[src/verilog/sfmt_pkg.sv]
// shared constants of the serial transmit path: register map, field
// positions, reset values, line states and default bit timing.
// assumes a 32-bit APB slave port with a 12-bit byte address.
`default_nettype none
package sfmt_pkg;
   localparam int ADDR_W = 12;

   // register byte offsets
   localparam logic [ADDR_W-1:0] OFF_FORMAT  = 12'h000;
   localparam logic [ADDR_W-1:0] OFF_CONTROL = 12'h004;
   localparam logic [ADDR_W-1:0] OFF_HOLD    = 12'h008;
   localparam logic [ADDR_W-1:0] OFF_FLAG    = 12'h00C;

   // frame_format fields
   localparam int FMT_SYNC_BIT = 7;
   localparam int FMT_CHR_BIT  = 6;
   localparam int FMT_PE_BIT   = 5;
   localparam int FMT_ODD_BIT  = 4;
   localparam int FMT_STOP_BIT = 3;
   localparam int FMT_MP_BIT   = 2;
   localparam int FMT_CKS_LO   = 0;

   // control and serial_flag_reg fields
   localparam int CTL_TXEN_BIT  = 5;
   localparam int FLG_EMPTY_BIT = 7;
   localparam int FLG_TEND_BIT  = 2;
   localparam int FLG_MPBT_BIT  = 0;

   // reset values
   localparam logic [7:0] HOLD_RST = 8'hFF;
   localparam logic [7:0] FMT_RST  = 8'h00;
   localparam logic [7:0] CTL_RST  = 8'h00;

   // data bits minus one
   localparam logic [2:0] BITS8_LEFT = 3'h7;
   localparam logic [2:0] BITS7_LEFT = 3'h6;

   // prescaler counter width, enough for the divide-by-64 tap
   localparam int PRE_W = 6;

   // prescaled ticks per half bit
   localparam int HALF_BIT_DEF = 1;

   typedef enum logic [2:0] {
      ST_IDLE,
      ST_START,
      ST_DATA,
      ST_PAR,
      ST_STOP
   } sfmt_state_t;
endpackage
`default_nettype wire

[src/verilog/sfmt_prescale.sv]
// baud generator input clock: one-cycle enable at pclk/1, /4, /16, /64.
// assumes the select may change at any time; a change only shifts phase.
`timescale 1ns/100ps
`default_nettype none
module sfmt_prescale
   import sfmt_pkg::*;
(
   // clock and reset
   input  wire logic       pclk,
   input  wire logic       presetn,
   // divide select
   input  wire logic [1:0] sel,
   // enable pulse
   output logic            tick
);
   logic [PRE_W-1:0] cnt;

   function automatic logic [PRE_W-1:0] div_mask(input logic [1:0] s);
      case (s)
         2'h0:    div_mask = 6'h00;
         2'h1:    div_mask = 6'h03;
         2'h2:    div_mask = 6'h0F;
         default: div_mask = 6'h3F;
      endcase
   endfunction

   wire logic [PRE_W-1:0] mask = div_mask(sel);

   always_ff @(posedge pclk or negedge presetn) begin
      if (!presetn) begin
         cnt <= '0;
      end else begin
         cnt <= cnt + 6'h01;
      end
   end

   assign tick = (cnt & mask) == mask;
endmodule
`default_nettype wire

[src/verilog/sfmt_tx.sv]
// transmit path and frame format of one serial channel, APB slave.
// assumes APB3 master, pclk 125 MHz, standby as a synchronous level.
`timescale 1ns/100ps
`default_nettype none
module sfmt_tx
   import sfmt_pkg::*;
#(
   parameter int HALF_BIT_TICKS = HALF_BIT_DEF
)(
   // clock and reset
   input  wire logic              pclk,
   input  wire logic              presetn,
   // APB slave
   input  wire logic              psel,
   input  wire logic              penable,
   input  wire logic              pwrite,
   input  wire logic [ADDR_W-1:0] paddr,
   input  wire logic [31:0]       pwdata,
   output logic      [31:0]       prdata,
   output logic                   pready,
   output logic                   pslverr,
   // power state
   input  wire logic              standby,
   // serial line
   output logic                   txd,
   output logic                   ser_clk_out
);
   localparam int PH_W = (HALF_BIT_TICKS > 1) ? $clog2(2 * HALF_BIT_TICKS)
                                              : 1;
   localparam logic [PH_W-1:0] PH_HALF = PH_W'(HALF_BIT_TICKS);
   localparam logic [PH_W-1:0] PH_LAST = PH_W'(2 * HALF_BIT_TICKS - 1);

   if (HALF_BIT_TICKS < 1 || HALF_BIT_TICKS > 128) begin : g_bad_half
      $error("HALF_BIT_TICKS must lie in 1..128");
   end

   logic [7:0]       frame_format;
   logic [7:0]       control;
   logic [7:0]       tx_holding;
   logic             holding_empty_flag;
   logic             mp_bit_tx;
   sfmt_state_t      state;
   sfmt_state_t      next_state;
   logic [7:0]       tx_shift_reg;
   logic [7:0]       next_tx_shift_reg;
   logic [2:0]       bits_left;
   logic [2:0]       next_bits_left;
   logic             stop_left;
   logic             next_stop_left;
   logic             extra_bit;
   logic             next_extra_bit;
   logic [PH_W-1:0]  phase;
   logic [PH_W-1:0]  next_phase;
   logic             tick;
   logic [7:0]       flag_byte;

   // bus decode
   wire logic acc      = psel & penable;
   wire logic setup    = psel & ~penable;
   wire logic sel_fmt  = paddr == OFF_FORMAT;
   wire logic sel_ctl  = paddr == OFF_CONTROL;
   wire logic sel_hold = paddr == OFF_HOLD;
   wire logic sel_flag = paddr == OFF_FLAG;
   wire logic mapped   = sel_fmt | sel_ctl | sel_hold | sel_flag;
   wire logic wr_fmt   = acc & pwrite & sel_fmt;
   wire logic wr_ctl   = acc & pwrite & sel_ctl;
   wire logic wr_hold  = acc & pwrite & sel_hold;
   wire logic wr_flag  = acc & pwrite & sel_flag;
   wire logic flag_clr = wr_flag & ~pwdata[FLG_EMPTY_BIT];

   assign pready  = 1'b1;
   assign pslverr = acc & ~mapped;

   // format decode
   wire logic tx_enable = control[CTL_TXEN_BIT];
   wire logic is_sync   = frame_format[FMT_SYNC_BIT];
   wire logic char7     = ~is_sync & frame_format[FMT_CHR_BIT];
   wire logic mp_on     = ~is_sync & frame_format[FMT_MP_BIT];
   wire logic par_on    = ~is_sync & frame_format[FMT_PE_BIT]
                          & ~mp_on;
   wire logic odd_par   = frame_format[FMT_ODD_BIT];
   // a receiver checks only the first stop, so the second is slack
   wire logic two_stop  = frame_format[FMT_STOP_BIT];
   wire logic [7:0] hold_masked = char7 ? {1'b0, tx_holding[6:0]}
                                        : tx_holding;
   wire logic parity_val = ^hold_masked ^ odd_par;

   // sequencing
   wire logic bit_end    = tick & (phase == PH_LAST);
   wire logic ready_load = tx_enable & ~holding_empty_flag & ~standby;
   wire logic last_bit   = (state == ST_STOP & ~stop_left)
                           | (state == ST_DATA & is_sync
                              & bits_left == 3'h0);
   wire logic load_now   = ready_load
                           & (state == ST_IDLE | (bit_end & last_bit));
   wire logic tx_end     = (state == ST_IDLE) & holding_empty_flag;
   // disabling the transmitter pins the flag at one
   wire logic next_empty = ~tx_enable | load_now
                           | (holding_empty_flag & ~flag_clr);

   sfmt_prescale u_prescale (
      .pclk    (pclk),
      .presetn (presetn),
      .sel     (frame_format[FMT_CKS_LO +: 2]),
      .tick    (tick)
   );

   function automatic logic line_level(input sfmt_state_t s,
                                       input logic d,
                                       input logic x);
      case (s)
         ST_START: line_level = 1'b0;
         ST_DATA:  line_level = d;
         ST_PAR:   line_level = x;
         default:  line_level = 1'b1;
      endcase
   endfunction

   always_comb begin
      flag_byte                = 8'h00;
      flag_byte[FLG_EMPTY_BIT] = holding_empty_flag;
      flag_byte[FLG_TEND_BIT]  = tx_end;
      flag_byte[FLG_MPBT_BIT]  = mp_bit_tx;
   end

   // shift register is not in the read mux at all
   wire logic [7:0] rd_byte = sel_fmt  ? frame_format :
                              sel_ctl  ? control      :
                              sel_hold ? tx_holding   :
                              sel_flag ? flag_byte    : 8'h00;

   always_comb begin
      next_state        = state;
      next_tx_shift_reg = tx_shift_reg;
      next_bits_left    = bits_left;
      next_stop_left    = stop_left;
      next_extra_bit    = extra_bit;
      next_phase        = phase;
      if (tick) begin
         next_phase = (phase == PH_LAST) ? '0 : phase + PH_W'(1);
      end
      if (bit_end) begin
         case (state)
            ST_START: begin
               next_state = ST_DATA;
            end
            ST_DATA: begin
               next_tx_shift_reg = {1'b0, tx_shift_reg[7:1]};
               next_bits_left    = bits_left - 3'h1;
               if (bits_left == 3'h0) begin
                  if (is_sync) begin
                     next_state = ST_IDLE;
                  end else if (par_on | mp_on) begin
                     next_state = ST_PAR;
                  end else begin
                     next_state = ST_STOP;
                  end
               end
            end
            ST_PAR: begin
               next_state = ST_STOP;
            end
            ST_STOP: begin
               next_stop_left = 1'b0;
               if (!stop_left) begin
                  next_state = ST_IDLE;
               end
            end
            default: begin
               next_state = ST_IDLE;
            end
         endcase
      end
      if (load_now) begin
         next_tx_shift_reg = tx_holding;
         next_bits_left    = char7 ? BITS7_LEFT : BITS8_LEFT;
         next_stop_left    = two_stop;
         next_extra_bit    = mp_on ? mp_bit_tx : parity_val;
         next_state        = is_sync ? ST_DATA : ST_START;
         next_phase        = '0;
      end
      if (standby | ~tx_enable) begin
         next_state = ST_IDLE;
         next_phase = '0;
      end
      if (next_state == ST_IDLE) begin
         next_phase = '0;
      end
   end

   always_ff @(posedge pclk or negedge presetn) begin
      if (!presetn) begin
         state        <= ST_IDLE;
         tx_shift_reg <= 8'h00;
         bits_left    <= 3'h0;
         stop_left    <= 1'b0;
         extra_bit    <= 1'b0;
         phase        <= '0;
         txd          <= 1'b1;
         ser_clk_out  <= 1'b1;
      end else begin
         state        <= next_state;
         tx_shift_reg <= next_tx_shift_reg;
         bits_left    <= next_bits_left;
         stop_left    <= next_stop_left;
         extra_bit    <= next_extra_bit;
         phase        <= next_phase;
         txd          <= line_level(next_state, next_tx_shift_reg[0],
                                    next_extra_bit);
         // clock falls for the first half bit, receiver samples on rise
         ser_clk_out  <= ~(is_sync & next_state == ST_DATA
                           & next_phase < PH_HALF);
      end
   end

   // standby restores reset values, the same ones that presetn loads
   always_ff @(posedge pclk or negedge presetn) begin
      if (!presetn) begin
         tx_holding         <= HOLD_RST;
         frame_format       <= FMT_RST;
         control            <= CTL_RST;
         mp_bit_tx          <= 1'b0;
         holding_empty_flag <= 1'b1;
      end else if (standby) begin
         tx_holding         <= HOLD_RST;
         frame_format       <= FMT_RST;
         control            <= CTL_RST;
         mp_bit_tx          <= 1'b0;
         holding_empty_flag <= 1'b1;
      end else begin
         if (wr_hold) begin
            tx_holding <= pwdata[7:0];
         end
         if (wr_fmt) begin
            frame_format <= pwdata[7:0];
         end
         if (wr_ctl) begin
            control <= pwdata[7:0];
         end
         if (wr_flag) begin
            mp_bit_tx <= pwdata[FLG_MPBT_BIT];
         end
         holding_empty_flag <= next_empty;
      end
   end

   always_ff @(posedge pclk or negedge presetn) begin
      if (!presetn) begin
         prdata <= 32'h0000_0000;
      end else if (setup & ~pwrite) begin
         prdata <= {24'h00_0000, rd_byte};
      end
   end
endmodule
`default_nettype wire

[config.mk]
export PLATFORM = sky130hd
export DESIGN_NAME = sfmt_tx
export DESIGN_NICKNAME = d
export VERILOG_FILES = /design/src/verilog/sfmt_pkg.sv /design/src/verilog/sfmt_prescale.sv /design/src/verilog/sfmt_tx.sv
export SDC_FILE = /design/constraint.sdc
export NUM_CORES = 1
export LEC_CHECK = 0
export ABC_AREA = 1
export BUFFER_PORTS_ARGS = -buffer_cell sky130_fd_sc_hd__buf_2
export CAP_MARGIN = 20
export CELL_PAD_IN_SITES_DETAIL_PLACEMENT = 1
export CELL_PAD_IN_SITES_GLOBAL_PLACEMENT = 1
export CORE_MARGIN = 2
export CORE_UTILIZATION = 39
export DETAILED_ROUTE_END_ITERATION = 7
export GPL_ROUTABILITY_DRIVEN = 1
export PLACE_DENSITY = 0.83
export SYNTH_ARGS = -nofsm -noshare
export SYNTH_HDL_FRONTEND = slang
export SYNTH_SLANG_ARGS = --single-unit
[constraint.sdc]
create_clock -name pclk -period 2.4 [get_ports pclk]
set_input_delay 0 -clock pclk [delete_from_list [all_inputs] [get_ports pclk]]
set_output_delay 0 -clock pclk [all_outputs]
set_load 0.005 [all_outputs]
==> results.yml, run 1 <==
synth:
  synthAdderAreaFrac_pct: 1.458
  synthSimpleGateAreaFrac_pct: 25.15
  synth_xor_area_share_pct: 1.531
  synth.yosys.seq_area_share_pct: 43.40
  synth_top_family_by_area: "simple AND/OR/NAND/NOR gates"
  synth_edf_count: 0
  synth_mux_area_share_pct: 0
  synth_flop_cell: "dfrtp_1"
  async_flop_share_pct: 100.0
  yosysWarningCount: 0
  syn_area_mm2: 0.003433
  avgSynthCellArea_um2: 8.117
  synthCells: 423
  yosysUniqueCellTypes: 41
  ys_ff_latch: 59
  synth_compound_area_share_pct: 14.29
clock_network:
  clk_latency_ns: 0.36
  root_buffer: "clkbuf_8"
  htreeDepth: 3
  cts_buffers: 9
  cts.sinks: 59
  cts_tree: "done"
  cts.reportedPaths.clkPinSlew_ns: 0.08
  cts_buffer_depth: 2
pwr:
  total_power_w: 0.002307
  seqPwrFrac_pct: 45.8
  peakVddDrop_uv: 250.1
  p_int_w: 0.001697
  p_sw_w: 0.0006096
  p_leak_nw: 2.098
  switching_share_pct: 26.43
  power_density_mw_per_mm2: 564.5
  pwr-share-comb_pct: 9.1
  clkPwrFrac_pct: 45.1
die:
  core_mm2: 0.008636
  die_y_um: 97.83
  die-width_um: 97.83
  initial_core_util_pct: 39.76
  io_pins: 86
  num_rows: 34
  die_area_mm2: 0.009570
timing:
  max-slew-margin-rel_pct: 46.84
  setup_violations: 0
  hold_viol: 0
  min_period_ns: 2.288
  worst_slack_ns: 0.1121
  fmax_mhz: 437.1
  final_max_slew_viol_count: 0
  timing.final.crit_share_pct: 95.33
  worst_pin_slew_ns: 0.7974
  finClkSkew_ns: 0.008275
  hold_ws_ns: 0.05258
critical_path:
  crit_fanout: 11
  cp.required_ns: 2.64
  critPathCaptureType: "register"
  arrival_ns: 2.53
  worstSetupStartpointType: "register"
  path_class: "reg2reg"
placed_design:
  numPortBuffers: 36
  place_ws_ns: -0.007778
  hpwl_um: 6507
  gp_congestion: 0.8101
outcome:
  outcome: "completed"
grt:
  grt_pass1_vias: 3107
  grt_usage_pct: 19.79
  antenna_found_initial: 0
  grt_pass1_wl_um: 15030
  grt_max_degree: 34
  grt.overflow.total: 0
flow_run:
  cap_violations: 0
route:
  drt_first_pass_iters: 4
  detail_route.wl_per_cell_um: 15.77
  wl_um: 9354
  drtAntennaViolNets: 0
  vias: 3017
  via_per_inst: 5.088
  first_iter_violations: 76
  drc: 0
min_path:
  hp-class: "in2reg"
layout:
  nets: 534
  area_growth_pct: 19.02
  drive_gt1_share_pct: 25.36
  n_antenna_cell: 0
==> through the flow <==
stage | TNS (ns) | instances | utilization, % | cell area (um^2)
3_5_place_dp | -0.008137 | 561 | 41.94 | 3622
3_3_place_gp | 0 | 561 | 41.94 | 3622
6_report | 0 | 593 | 47.32 | 4086
5_1_grt | -0.2317 | 593 | 47.32 | 4086
2_1_floorplan | 0 | 446 | - | 3520
4_1_cts | 0 | 587 | 45.75 | 3951
==> layout make-up <==
type	instances	area [um^2]
tap	108	135.1
clock buffer	9	123.9
sequential	59	1490
fill	1094	4549
timing repair buffer	57	376.6
multi-input combinational	294	1634
inverter	59	224.0
clock inverter	7	102.6
==> synth_stat cells (all sizes together), types with 2 or more instances <==
cell type | n | area [um^2]
nand2 | 99 | 396.6
o221ai | 2 | 23.77
buf | 32 | 246.5
o31ai | 5 | 37.54
dfrtp | 48 | 1201
ha | 4 | 50.05
dfstp | 11 | 289.0
clkbuf | 3 | 11.26
inv | 59 | 221.5
o22ai | 2 | 12.51
o21ai | 43 | 219.0
nor3 | 4 | 30.03
a21oi | 7 | 42.54
nand3 | 40 | 222.7
xnor2 | 2 | 17.52
nor2 | 35 | 182.7
xor2 | 4 | 35.03
o211ai | 14 | 130.1
nand4 | 4 | 31.28
conb | 2 | 7.510
==> final timing paths <==
check | from | end | slack (ns) | cells past startpoint
setup / recovery | u_prescale.cnt[0] | tx_shift_reg[6] | 0.11 | 15
hold / removal | penable | prdata[3] | 0.05 | 4
setup reg to reg | u_prescale.cnt[0] | tx_shift_reg[6] | 0.11 | 15
hold reg to reg | prdata[6] | prdata[6] | 0.49 | 2
max in group asynchronous | presetn | tx_holding[4] | 1.34 | 3
min in group asynchronous | presetn | state[2] | 0.25 | 2
==> power groups by stage <==
| stage | registers [W] | clock network [W] | logic [W] |
|---|---|---|---|
| after detailed placement | 0.00107 | 0 | 0.000198 |
| after global placement | 0.00107 | 0 | 0.000190 |
| after CTS | 0.00106 | 0.00106 | 0.000212 |
| after global routing | 0.00106 | 0.00109 | 0.000240 |
| final | 0.00106 | 0.00104 | 0.000211 |
| after floorplan | 0.00107 | 0 | 0.000146 |
==> placed cells by master (no fill, tap or decap), drive strengths merged <==
master / instances
dfrtp: 48
o21ai: 43
conb: 25
o211ai: 14
nand4: 4
nand2: 100
clkinv: 4
clkbuf: 9
dfstp: 11
nor2: 35
a21oi: 7
o22a: 1
buf: 48
o31ai: 5
clkinvlp: 1
dlygate4sd3: 9
inv: 59
nor3: 4
bufinv: 2
ha: 4
nand3: 40
xor2: 4
o22ai: 2
o21bai: 1
o221ai: 2
xnor2: 2
o32ai: 1
==> what timing repair did <==
| action | in CTS | in global routing |
|---|---|---|
| cloned | 0 | 1 |
| endpoints found under the hold margin | 43 | 0 |
| setup endpoints to repair | 8 | 14 |
| pin swaps | 1 | 10 |
| hold buffers | 9 | 0 |
| resized for setup | 2 | 22 |
| buffers inserted | 1 | 5 |
==> cells by family after synthesis <==
logic type                 after synthesis
AOI/OAI and AO/OA                       76
buffers and inverters                   94
DFF                                     59
and+or+nand+nor                        182
xor gates and xnor gates                 6
other                                    2
adders and majority gates                4
==> per-layer routing <==
metal,wire [um],GRT usage (%)
met5,0,0
met4,176,9.615
met3,328,3.436
met2,4828,34.04
met1,4021,24.00
==> critical path, stage by stage, from the launching register on <==
cell	delay (ns)
dfrtp_1	0.43
nand3_2	0.11
nor2_2	0.15
inv_2	0.07
nor2_4	0.12
nand2_2	0.06
o221ai_2	0.07
ha_2	0.26
inv_4	0.06
nor2_8	0.11
nand2_4	0.06
nand3_4	0.15
nand2_8	0.10
buf_4	0.21
nand3_1	0.11
o211ai_2	0.08
(Power assumes the default switching activity.)
==> inputs of run 2 (changes only) <==
==> constraint.sdc (replaced) <==
create_clock -name pclk -period 2.4 [get_ports pclk]
set_input_delay 0.12 -clock pclk [delete_from_list [all_inputs] [get_ports pclk]]
set_output_delay 0.12 -clock pclk [all_outputs]
set_load 0.005 [all_outputs]
==> run 2 against run 1 <==
Sequential cell count stayed put; maximum frequency is 2.1% higher; global-route usage is 0.18 points lower; largest cell class unchanged.
==> results.yml, run 2 (synthesis results as in run 1) <==
critical_path:
  reg2reg_from: "u_prescale.cnt[0]"
  path_class: "reg2reg"
  arrival_ns: 2.52
  cp.required_ns: 2.68
  rr_endpoint: "txd"
  worstSetupStartpointType: "register"
  reg2regPathDepth: 17
  r2r_slack_ns: 0.16
  critPathCaptureType: "register"
  crit_fanout: 8
timing:
  worst_slack_ns: 0.1599
  finClkSkew_ns: 0.008949
  final_max_slew_viol_count: 0
  worst_pin_slew_ns: 0.6903
  fmax_mhz: 446.4
  setup_violations: 0
  timing.final.crit_share_pct: 93.34
  max-slew-margin-rel_pct: 53.98
  min_period_ns: 2.240
  hold_viol: 0
pwr:
  peakVddDrop_uv: 229.8
  p_leak_nw: 2.063
  power_density_mw_per_mm2: 538.6
layout:
  layout_commonest_cell: "nand2_1"
  nFillCells: 1091
  n_antenna_cell: 0
  postLayoutCellArea_mm2: 0.003950
  area_growth_pct: 15.05
  drive_gt1_share_pct: 23.85
  nets: 527
  layout_common_cells: "nand2_1, inv_1, dfrtp_1"
clock_network:
  root_buffer: "clkbuf_8"
  htreeDepth: 3
  clk_latency_ns: 0.35
  cts_buffer_depth: 2
  cts_tree: "done"
  cts.reportedPaths.clkPinSlew_ns: 0.07
  cts_buffers: 9
  cts.sinks: 59
die:
  io_pins: 86
  die-width_um: 97.83
  die_area_mm2: 0.009570
  core_mm2: 0.008636
  num_rows: 34
  initial_core_util_pct: 39.76
  die_y_um: 97.83
min_path:
  min_from: "pwdata[3]"
  min_path_cells: 3
  holdPathEnd: "tx_holding[3]"
  hp-class: "in2reg"
route:
  vias: 3018
  via_per_inst: 5.150
  first_iter_violations: 96
  drt_first_pass_iters: 4
  drtAntennaViolNets: 0
  wl_um: 9313
  drc: 0
  detail_route.wl_per_cell_um: 15.89
grt:
  grt.overflow.total: 0
  antenna_found_initial: 0
  grt_pass1_vias: 3090
  grt_pass1_wl_um: 15060
  grt_max_degree: 33
  grt_usage_pct: 19.61
placed_design:
  place_ws_ns: 0.002583
  gp_congestion: 0.8173
  hpwl_um: 6563
  numPortBuffers: 36
  dpl_cell_area_mm2: 0.003627
flow_run:
  cap_violations: 0
outcome:
  outcome: "completed"
-- run 2: changes by cell type in the layout (fill, tap and decap cells not counted), moves of 3 or more --
cell           previous run  this run
clkbuf_8                  9        12
nand2_2                   6         2
dlygate4sd3_1             9         1
clkinv_4                  4         0
nand2_1                  89        93
-- run 2: worst max path at each step --
stage | from | to | slack (ns) | cells after the start
after floorplan | u_prescale.cnt[0] | tx_shift_reg[5] | 0.23 | 16
after global placement | u_prescale.cnt[0] | ser_clk_out | 0.12 | 17
after detailed placement | u_prescale.cnt[2] | ser_clk_out | 0.003 | 17
after CTS | u_prescale.cnt[2] | ser_clk_out | 0.0007 | 15
after global routing | u_prescale.cnt[2] | bits_left[0] | -0.03 | 16
final | u_prescale.cnt[0] | txd | 0.16 | 17
-- run 2: through the flow --
stage                     utilization [%]  hold slack, ns  setup TNS (ns)  instances  total power (W)
after global routing                45.74         0.05563        -0.06191        586         0.002210
final                               45.74         0.02362               0        586         0.002128
after CTS                           44.48         0.02335               0        578         0.002134
after global placement              42.00          0.1957               0        560         0.001264
after floorplan                         -         -0.1756               0        446         0.001214
after detailed placement            42.00          0.2117               0        560         0.001275
-- run 2: worst max-delay path: stages (launching register included) --
cell      delay (ns)
dfrtp_1         0.38
nand3_2         0.10
nor2_1          0.11
inv_1           0.07
nor2_2          0.15
nand2_1         0.10
o221ai_2        0.08
ha_2            0.23
inv_2           0.07
nor2_8          0.12
nand2_4         0.06
nand3_4         0.12
nand2_8         0.10
buf_6           0.17
a21oi_2         0.11
a21oi_2         0.08
nand2_1         0.06
nand2_1         0.04
-- run 2: layout make-up --
type                            instances  area, um^2  share of cell area [%]
Timing Repair Buffer                   51       315.3                   7.982
Inverter                               59       224.0                   5.670
Tap cell                              108       135.1                   3.421
Sequential cell                        59        1490                   37.73
Clock buffer                           14       172.7                   4.371
Multi-Input combinational cell        293        1603                   40.58
Clock inverter                          2       10.01                  0.2534
-- run 2: what timing repair did --
action,in CTS,in global routing
setup endpoints to repair,3,11
cloned,0,0
hold buffers,1,0
pin swaps,1,7
hold endpoints to repair,22,0
resized for setup,4,14
setup buffers,1,8
-- run 2: layer usage --
layer	wire (um)	share of wire, %	track usage (%)	vias to the layer above
met1	3893	42	22.88	1510
met2	4892	53	35.46	73
met4	205	2.2	8.333	0
met5	0	0	0	-
li1	-	-	-	1419
met3	321	3.4	3.221	16
-- run 2: power breakdown --
group          switching, W  internal [W]
clock              0.000410      0.000457
combinational      0.000139     0.0000641
sequential        0.0000214       0.00104
total              0.000571       0.00156
